`config.mk`:
```
export PLATFORM = sky130hd
export DESIGN_NAME = pwp_top
export DESIGN_NICKNAME = d
export VERILOG_FILES = /design/src/design/pwp_pkg.sv /design/src/design/pwp_top.sv
export VERILOG_INCLUDE_DIRS = /design/src /design/src/design
export SDC_FILE = /design/constraint.sdc
export NUM_CORES = 1
export LEC_CHECK = 0
export ABC_AREA = 1
export BUFFER_PORTS_ARGS = -buffer_cell sky130_fd_sc_hd__buf_4
export CELL_PAD_IN_SITES_DETAIL_PLACEMENT = 1
export CELL_PAD_IN_SITES_GLOBAL_PLACEMENT = 1
export CORE_MARGIN = 2
export CORE_UTILIZATION = 47
export DETAILED_ROUTE_END_ITERATION = 7
export HOLD_SLACK_MARGIN = 0.12
export PLACE_DENSITY_LB_ADDON = 0.25
export SKIP_CTS_REPAIR_TIMING = 1
export SYNTH_ARGS = -nofsm -noshare
export SYNTH_HDL_FRONTEND = slang
export SYNTH_SLANG_ARGS = --single-unit
```
`constraint.sdc`:
```
create_clock -name core_clk -period 10.74 [get_ports core_clk]
set_clock_uncertainty 0.15 [all_clocks]
set_input_delay 1.074 -clock core_clk [delete_from_list [all_inputs] [get_ports core_clk]]
set_output_delay 1.074 -clock core_clk [all_outputs]
set_load 0.03 [all_outputs]
```
`src/design/pwp_consts.svh`:
```
// Constants for the write-protect and addressing block: command codes,
// protection codes, field positions and reset values.
// Assumes a PMBus front end that hands over decoded command transactions.
// Function
// RULE_01: Strict code accepts only lock, page, unlock, store-all
// RULE_02: Intermediate code also accepts operation, pointer, mask, clear
// RULE_03: Zero code with pin low accepts everything
// RULE_04: Host writes only the three defined codes; the lock register here takes any byte written, and other values act strict
// RULE_05: Protect pin high means intermediate protection
// RULE_06: Stricter of pin and register wins
// RULE_07: Mask bit n enables channel n globally
// RULE_08: Bus address is base plus pin offset
// RULE_09: Base defaults 0x5C; both pins high give 2
// RULE_10: Base register bit 7 reads zero
// RULE_11: Block data readable as sequential word reads
// RULE_12: Two extra hosts peek with cached page, pointer
// RULE_13: Two extra hosts poke with cached page
// RULE_14: Indirect accesses never disturb primary page
// RULE_15: Global page limits writes, faults other accesses
// RULE_16: Reads succeed at every protection level
// RULE_17: Refused write changes nothing, raises fault
`ifndef PWP_CONSTS_SVH
`define PWP_CONSTS_SVH

// ==========================================================
// Command codes
`define PWP_CMD_PAGE        8'h00
`define PWP_CMD_OPERATION   8'h01
`define PWP_CMD_ON_OFF      8'h02
`define PWP_CMD_CLEAR       8'h03
`define PWP_CMD_LOCK_LEVEL  8'h10
`define PWP_CMD_STORE_ALL   8'h15
`define PWP_CMD_EE_UNLOCK   8'hbd
`define PWP_CMD_IND_PTR     8'hd0
`define PWP_CMD_DATA_A      8'hd1
`define PWP_CMD_DATA_B      8'hd2
`define PWP_CMD_STAT_A      8'hd3
`define PWP_CMD_STAT_B      8'hd4
`define PWP_CMD_GMASK       8'hd5
`define PWP_CMD_BASE_ADDR   8'hd6
`define PWP_PTR_BLOCK       9'h0ee

// ==========================================================
// Protection codes and reset values
`define PWP_LVL_STRICT      8'h80
`define PWP_LVL_MID         8'h40
`define PWP_LVL_NONE        8'h00
`define PWP_PAGE_ALL        8'hff
`define PWP_RST_LOCK        8'h00
`define PWP_RST_GMASK       8'hff
`define PWP_RST_BASE        7'h5c
`define PWP_RST_PAGE        8'h00

// ==========================================================
// Indirect pointer word fields
`define PWP_IP_ID           14
`define PWP_IP_PAGE_HI      13
`define PWP_IP_PAGE_LO      9
`define PWP_IP_PTR_HI       8

`endif

```
`src/design/pwp_pkg.sv`:
```
// Types for the write-protect and addressing block.
// Assumes pwp_consts.svh is compiled alongside.
package pwp_pkg;

  // ==========================================================
  // Transaction carriers
  typedef struct packed {
    logic [6:0]  addr;   // Bus address of the transaction
    logic        wr;     // 1 write, 0 read
    logic [7:0]  code;   // Command code
    logic [15:0] data;   // Write data
  } pwp_req_t;

  typedef struct packed {
    logic        valid;  // One-cycle read request to internal store
    logic [8:0]  ptr;
    logic [7:0]  page;
    logic [8:0]  idx;    // Block byte-pair index
  } pwp_rd_t;

  typedef struct packed {
    logic        valid;  // One-cycle write to internal store
    logic [8:0]  ptr;
    logic [7:0]  chmask; // Channels that take the write
    logic [15:0] data;
  } pwp_wr_t;

  typedef enum logic [1:0] {
    PWP_IDLE  = 2'b01,
    PWP_FETCH = 2'b10
  } pwp_state_t;

endpackage

```
`src/design/pwp_top.sv`:
```
// Command gating, protection, global page mask, bus address and the
// indirect pointer hosts of a PMBus slave.
// Assumes the bus front end delivers one decoded transaction per request
// and that the internal store answers a read in the same cycle as int_rd_q.
`include "pwp_consts.svh"

module pwp_top import pwp_pkg::*; #(
  parameter int BLK_LEN = 256
) (
  input  wire logic        core_clk,
  input  wire logic        rst,
  input  wire logic        wp_pin,
  input  wire logic [1:0]  addr_select_pin_lo,
  input  wire logic [1:0]  addr_select_pin_hi,
  input  wire logic        req_valid,
  input  wire pwp_req_t    req,
  input  wire logic [15:0] int_rdata,
  output logic             req_ready_q,
  output logic [6:0]       dev_addr_q,
  output logic             rsp_valid_q,
  output logic [15:0]      rsp_rdata_q,
  output logic             rsp_cml_q,
  output pwp_rd_t          int_rd_q,
  output pwp_wr_t          int_wr_q
);

  // ==========================================================
  // Helper functions
  function automatic logic [3:0] asel_offset(input logic [1:0] lo, input logic [1:0] hi);
    logic [3:0] l;
    logic [3:0] h;
    logic [3:0] i;
    l = (lo == 2'h3) ? 4'h2 : {2'h0, lo};
    h = (hi == 2'h3) ? 4'h2 : {2'h0, hi};
    i = h * 4'h3 + l;
    return (i >= 4'h6) ? i - 4'h6 : i + 4'h3;
  endfunction

  function automatic logic [7:0] page_onehot(input logic [7:0] pg);
    return (pg < 8'h08) ? 8'h01 << pg[2:0] : 8'h00;
  endfunction

  function automatic logic wr_ok(input logic [7:0] c, input logic strict, input logic mid);
    logic always_ok;
    logic mid_ok;
    always_ok = c == `PWP_CMD_LOCK_LEVEL || c == `PWP_CMD_PAGE ||
                c == `PWP_CMD_EE_UNLOCK  || c == `PWP_CMD_STORE_ALL;
    mid_ok    = c == `PWP_CMD_OPERATION || c == `PWP_CMD_IND_PTR ||
                c == `PWP_CMD_GMASK     || c == `PWP_CMD_CLEAR;
    return always_ok || (!strict && (!mid || mid_ok));
  endfunction

  // ==========================================================
  // State
  pwp_state_t  state_q;
  pwp_req_t    req_q;
  logic [7:0]  lock_q;
  logic [7:0]  page_q;
  logic [7:0]  gmask_q;
  logic [6:0]  base_q;
  logic [14:0] iptr_word_q;
  logic [8:0]  cptr_q  [2];
  logic [4:0]  cpage_q [2];
  logic [8:0]  idx_q   [2];
  logic [1:0]  poke_rej_q;

  // ==========================================================
  // Request intake
  // Ready gates the take too, so nothing is taken on the edge that leaves reset
  wire take      = req_ready_q && state_q == PWP_IDLE && req_valid && req.addr == dev_addr_q; // RULE_08
  wire in_data   = req.code == `PWP_CMD_DATA_A || req.code == `PWP_CMD_DATA_B;
  wire in_host   = req.code == `PWP_CMD_DATA_B;

  // Read address toward the store; indirect hosts use their own cache
  pwp_rd_t rd_d;
  assign rd_d.valid = take && !req.wr;
  assign rd_d.ptr   = in_data ? cptr_q[in_host] : {1'b0, req.code};         // RULE_12
  assign rd_d.page  = in_data ? {3'h0, cpage_q[in_host]} : page_q;          // RULE_14
  assign rd_d.idx   = in_data ? idx_q[in_host] : 9'h000;                    // RULE_11

  // ==========================================================
  // Decode of the captured request
  wire [7:0] c        = req_q.code;
  wire       is_wr    = req_q.wr;
  wire       is_data  = c == `PWP_CMD_DATA_A || c == `PWP_CMD_DATA_B;
  wire       is_stat  = c == `PWP_CMD_STAT_A || c == `PWP_CMD_STAT_B;
  wire       host     = c == `PWP_CMD_DATA_B || c == `PWP_CMD_STAT_B;
  wire       is_local = c == `PWP_CMD_LOCK_LEVEL || c == `PWP_CMD_PAGE || c == `PWP_CMD_GMASK ||
                        c == `PWP_CMD_BASE_ADDR || c == `PWP_CMD_IND_PTR || is_data || is_stat;
  wire       is_paged = !is_local && c != `PWP_CMD_EE_UNLOCK && c != `PWP_CMD_STORE_ALL;
  wire       glob_ok  = c == `PWP_CMD_CLEAR || c == `PWP_CMD_OPERATION || c == `PWP_CMD_ON_OFF;

  // Effective protection: stricter of pin and register; reserved codes act strict
  wire lvl_strict = lock_q != `PWP_LVL_NONE && lock_q != `PWP_LVL_MID;     // RULE_06
  wire lvl_mid    = lock_q == `PWP_LVL_MID || wp_pin;                       // RULE_05
  wire prot_rej   = is_wr && !wr_ok(c, lvl_strict, lvl_mid);                // RULE_01 RULE_02 RULE_03

  // Global page handling and bad page detection
  wire       page_all = page_q == `PWP_PAGE_ALL;
  wire       ff_fault = page_all && is_paged && (!is_wr || !glob_ok);       // RULE_15
  wire [7:0] prim_msk = page_all ? gmask_q : page_onehot(page_q);          // RULE_07
  wire [7:0] poke_msk = page_onehot({3'h0, cpage_q[host]});                 // RULE_13
  wire       bad_page = is_wr && ((is_data && poke_msk == 8'h00) ||
                                  (is_paged && !page_all && prim_msk == 8'h00));
  wire       fault    = prot_rej || ff_fault || bad_page || (is_wr && is_stat); // RULE_17
  wire       wr_go    = state_q == PWP_FETCH && is_wr && !fault;
  wire       rd_go    = state_q == PWP_FETCH && !is_wr;

  // Block reads past the end of the buffer return zeros
  wire blk_ptr  = cptr_q[host] == `PWP_PTR_BLOCK;
  wire blk_end  = idx_q[host] >= 9'(BLK_LEN);                               // RULE_11

  // Forwarded write toward the store
  pwp_wr_t wr_d;
  assign wr_d.valid  = wr_go && (is_data || !is_local);
  assign wr_d.ptr    = is_data ? cptr_q[host] : {1'b0, c};
  assign wr_d.chmask = is_data ? poke_msk : (is_paged ? prim_msk : 8'h00);
  assign wr_d.data   = req_q.data;

  // Read answer; reads are never gated by protection
  logic [15:0] rdata;
  always_comb begin                                                         // RULE_16
    unique case (1'b1)
      c == `PWP_CMD_LOCK_LEVEL: rdata = {8'h00, lock_q};
      c == `PWP_CMD_PAGE:       rdata = {8'h00, page_q};
      c == `PWP_CMD_GMASK:      rdata = {8'h00, gmask_q};
      c == `PWP_CMD_BASE_ADDR:  rdata = {9'h000, base_q};                   // RULE_10
      c == `PWP_CMD_IND_PTR:    rdata = {1'b0, iptr_word_q};
      is_stat:                  rdata = {14'h0000, blk_ptr && blk_end, poke_rej_q[host]};
      is_data:                  rdata = (blk_ptr && blk_end) ? 16'h0000 : int_rdata;
      ff_fault:                 rdata = 16'h0000;
      default:                  rdata = int_rdata;
    endcase
  end

  // ==========================================================
  // Sequencer and answer registers
  always_ff @(posedge core_clk or posedge rst) begin
    if (rst) begin
      state_q     <= PWP_IDLE;
      req_q       <= '0;
      req_ready_q <= 1'b0;
      rsp_valid_q <= 1'b0;
      rsp_rdata_q <= 16'h0000;
      rsp_cml_q   <= 1'b0;
      int_rd_q    <= '0;
      int_wr_q    <= '0;
    end else begin
      state_q     <= take ? PWP_FETCH : PWP_IDLE;
      req_q       <= take ? req : req_q;
      req_ready_q <= !take;
      rsp_valid_q <= state_q == PWP_FETCH;
      rsp_rdata_q <= rd_go ? rdata : 16'h0000;
      rsp_cml_q   <= state_q == PWP_FETCH && fault;
      int_rd_q    <= rd_d;
      int_wr_q    <= wr_d;
    end
  end

  // Local registers; a refused write leaves them untouched
  always_ff @(posedge core_clk or posedge rst) begin
    if (rst) begin
      lock_q      <= `PWP_RST_LOCK;
      page_q      <= `PWP_RST_PAGE;
      gmask_q     <= `PWP_RST_GMASK;
      base_q      <= `PWP_RST_BASE;                                         // RULE_09
      iptr_word_q <= 15'h0000;
      dev_addr_q  <= `PWP_RST_BASE;
    end else begin
      if (wr_go && c == `PWP_CMD_LOCK_LEVEL) lock_q <= req_q.data[7:0];     // RULE_17
      if (wr_go && c == `PWP_CMD_PAGE) page_q <= req_q.data[7:0];
      if (wr_go && c == `PWP_CMD_GMASK) gmask_q <= req_q.data[7:0];         // RULE_07
      if (wr_go && c == `PWP_CMD_BASE_ADDR) base_q <= req_q.data[6:0];      // RULE_10
      if (wr_go && c == `PWP_CMD_IND_PTR) iptr_word_q <= req_q.data[14:0];
      dev_addr_q <= base_q + {3'h0, asel_offset(addr_select_pin_lo, addr_select_pin_hi)}; // RULE_08 RULE_09
    end
  end

  // ==========================================================
  // Per-host cached pointer, page, block index and poke status
  for (genvar h = 0; h < 2; h++) begin : g_host
    wire sel     = req_q.data[`PWP_IP_ID] == 1'(h);
    wire set_ptr = wr_go && c == `PWP_CMD_IND_PTR && sel;
    wire mine    = host == 1'(h);
    always_ff @(posedge core_clk or posedge rst) begin
      if (rst) begin
        cptr_q[h]     <= 9'h000;
        cpage_q[h]    <= 5'h00;
        idx_q[h]      <= 9'h000;
        poke_rej_q[h] <= 1'b0;
      end else begin
        if (set_ptr) begin                                                  // RULE_12 RULE_13
          cptr_q[h]  <= req_q.data[`PWP_IP_PTR_HI:0];
          cpage_q[h] <= req_q.data[`PWP_IP_PAGE_HI:`PWP_IP_PAGE_LO];
          idx_q[h]   <= 9'h000;
        end else if (rd_go && is_data && mine && blk_ptr && !blk_end) begin
          idx_q[h] <= idx_q[h] + 9'h001;                                    // RULE_11
        end
        if (state_q == PWP_FETCH && is_wr && is_data && mine && fault) begin
          poke_rej_q[h] <= 1'b1;
        end else if (set_ptr) begin
          poke_rej_q[h] <= 1'b0;
        end
      end
    end
  end

endmodule // pwp_top

```
==> results.tsv <==
metric	value	unit
critPathArrivalTime	4330	ps
yosys_warnings	0	
r2r_start	c[5]	
clk_latency	520	ps
drtPass1Iterations	5	
pwr-share-clk	0.278	
grt_first_pass_wirelength	47.8	mm
synthArstFlopShare	1.00	
setup_tns	0	ps
globalplace.congestion	0.861	
antenna_cells	0	
synthAdderAreaFrac	0.0204	
die_area	22300	um2
synthMostInstantiatedCell	nand2_1	
irDropWorstVdd	0.132	mV
synth_edf_count	0	
relSlewSlack	0.218	
portBuffers	142	
p_seq_frac	0.379	
hold_violations	0	
p_sw_frac	0.408	
cp-end-kind	register	
h-tree-depth	1	
final.period_utilization	0.376	
reg2regPathDepth	15	
placed_area	11100	um2
synth_compound_area_frac	0.121	
netlist.area_leader.share	0.481	
drc	0	
fin_area	11900	um2
syn_nets	1212	
first_iter_violations	476	
hold_class	reg -> reg	
timing.rr.end	cptr_q[16]	
floorplan.initialDensity	0.475	
yosysSeqAreaShare	0.526	
p_int	1.64	mW
via_per_inst	5.39	
cts_buffers	23	
leakagePower	6.14	nW
finalMaxSlewViolations	0	
synthTopCellsByCount	nand2_1, dfrtp_1, inv_1, o21ai_0, nor2_1	
setup.worst_path.end	dev_addr_q[6]	
synth-simple-area-share	0.235	
io_pins	143	
critPathKind	in -> reg	
grt_use_total	0.274	
grt_setup_unrepaired	no	
syn_avg_cell_area	8.70	um2
drive_above_1_share	0.205	
syn_inst	1141	
synth-main-ff-cell	dfrtp_1	
clk_pin_slew	60	ps
finalNetCount	1340	
overflow	0	
core	20900	um2
wl_per_cell	19.1	um
fin_crit	4040	ps
cts.sinks	208	
die_width	149	um
setup.worst_path.start	addr_select_pin_hi[1]	
ant_nets	0	
grt_pass1_vias	8804	
setup_viol	0	
muxShareOfSynthArea	0.00101	
die_y	149	um
cts_tree	built	
rrSetupSlack	7100	ps
area_growth	19.4	%
power.switching	1.13	mW
dr_total_vias	8410	
hpwl	21.4	mm
netlist-cell-type-count	47	
routed_wl	29.9	mm
tightestPinTransition	1170	ps
clock-root-buffer	clkbuf_16	
synthXorXnorAreaFrac	0.0168	
outcome	completed	
synth_top_family_by_area	simple AND/OR/NAND/NOR gates	
power.density	234	nW/um2
grt_max_degree	133	
synth_top_area_cell	dfrtp_1	
startpoint_type	input port	
ys_ff_latch	208	
antenna_found_initial	0	
max_clock_freq	247	MHz
synthesis.area	9930	um2
crit_fanout	4	
cts_buffer_depth	3	
worstPathRequired	11030	ps
ys_top_cells_by_area	dfrtp_1, nand2_1, inv_1	
num_rows	53	
max_cap_viol_count	0	
p_comb_frac	0.343	
cell usage in the layout (no fill, tap or decap), types with 5 or more instances in the layout:
| master | synthesis | routed |
|---|---|---|
| clkbuf_16 | 0 | 23 |
| o21ai_1 | 7 | 7 |
| nor2_1 | 65 | 65 |
| dfrtp_1 | 191 | 191 |
| a21oi_1 | 40 | 40 |
| nor2_4 | 14 | 14 |
| nor3_1 | 10 | 10 |
| nand2_1 | 294 | 294 |
| nor2_2 | 6 | 6 |
| nor4_1 | 5 | 5 |
| inv_1 | 135 | 134 |
| nand2_2 | 18 | 18 |
| o21bai_1 | 31 | 31 |
| a211oi_1 | 7 | 7 |
| o21ai_0 | 92 | 92 |
| ha_1 | 13 | 13 |
| inv_2 | 7 | 7 |
| nand4_1 | 14 | 14 |
| xor2_1 | 17 | 17 |
| dfstp_2 | 17 | 17 |
| nand2_4 | 5 | 5 |
| buf_4 | 5 | 147 |
| nand3_1 | 59 | 59 |
| o22ai_1 | 16 | 16 |
| clkbuf_1 | 22 | 8 |
layer usage:
metal / vias to the layer above / track usage / wire, um
li1: 3914 / - / -
met1: 4207 / 0.373 / 13100
met2: 228 / 0.436 / 13900
met3: 61 / 0.0633 / 1860
met4: 0 / 0.0867 / 1010
met5: - / 0 / 0
final cells by class:
cell class / instances / area, um2
Fill cell: 2490 / 9030
Sequential cell: 208 / 5230
Multi-Input combinational cell: 745 / 3910
Timing Repair Buffer: 147 / 1100
Clock buffer: 35 / 661
Inverter: 144 / 548
Tap cell: 275 / 344
Clock inverter: 7 / 66.3
stage by stage:
step                total power, mW  hold WS, ps  std cells   util  setup slack [ps]
global route                   2.91          242       1561  0.568              6490
detailed placement             2.00          223       1519  0.533              6140
global placement               1.97          210       1519  0.533              6420
CTS                            2.78          231       1561  0.568              6650
floorplan                      1.66          199       1141      -              3860
finish                         2.77          229       1561  0.568              6700
power by group through the flow:
| stage | combinational [mW] | sequential [mW] | clock (mW) |
|---|---|---|---|
| floorplan | 0.558 | 1.10 | 0 |
| global placement | 0.910 | 1.06 | 0 |
| detailed placement | 0.944 | 1.06 | 0 |
| CTS | 0.951 | 1.05 | 0.781 |
| global route | 1.04 | 1.06 | 0.814 |
| finish | 0.952 | 1.05 | 0.771 |
critical path, cell delays in order:
cell     delay, ps
buf_4          110
inv_1           90
nand2_1         60
ha_1           280
ha_1           140
inv_1           50
fa_1           530
inv_1           90
o21ai_0        140
nand2_1        190
o21ai_0        380
inv_1          130
fa_1           450
o21ai_0        330
nand3_1        140
xor2_1         160
kinds of logic after synthesis:
logic type,after synthesis
multiplexers,1
adder cells (fa/ha/maj),15
flip-flops,208
XOR/XNOR,19
buffers and inverters,188
AND/OR/NAND/NOR,502
AO/OA/AOI/OAI,208
worst min-delay path by stage:
stage,from,to,slack (ps),depth (start not counted)
floorplan,req_q[3],int_wr_q[3],200,0
global placement,req_q[15],int_wr_q[15],210,0
detailed placement,req_q[15],int_wr_q[15],220,0
CTS,req_q[15],int_wr_q[15],230,0
global route,req_q[15],int_wr_q[15],240,0
finish,req_q[15],int_wr_q[15],230,0
state kept, by name, indices dropped and copies added, names as in the netlist, 10 cells and up:
name,count
iptr_word_q,15
idx_q,18
int_rd_q,27
cpage_q,10
int_wr_q,34
req_q,15
cptr_q,18
rsp_rdata_q,16
Power figures use the tool's default switching activity.
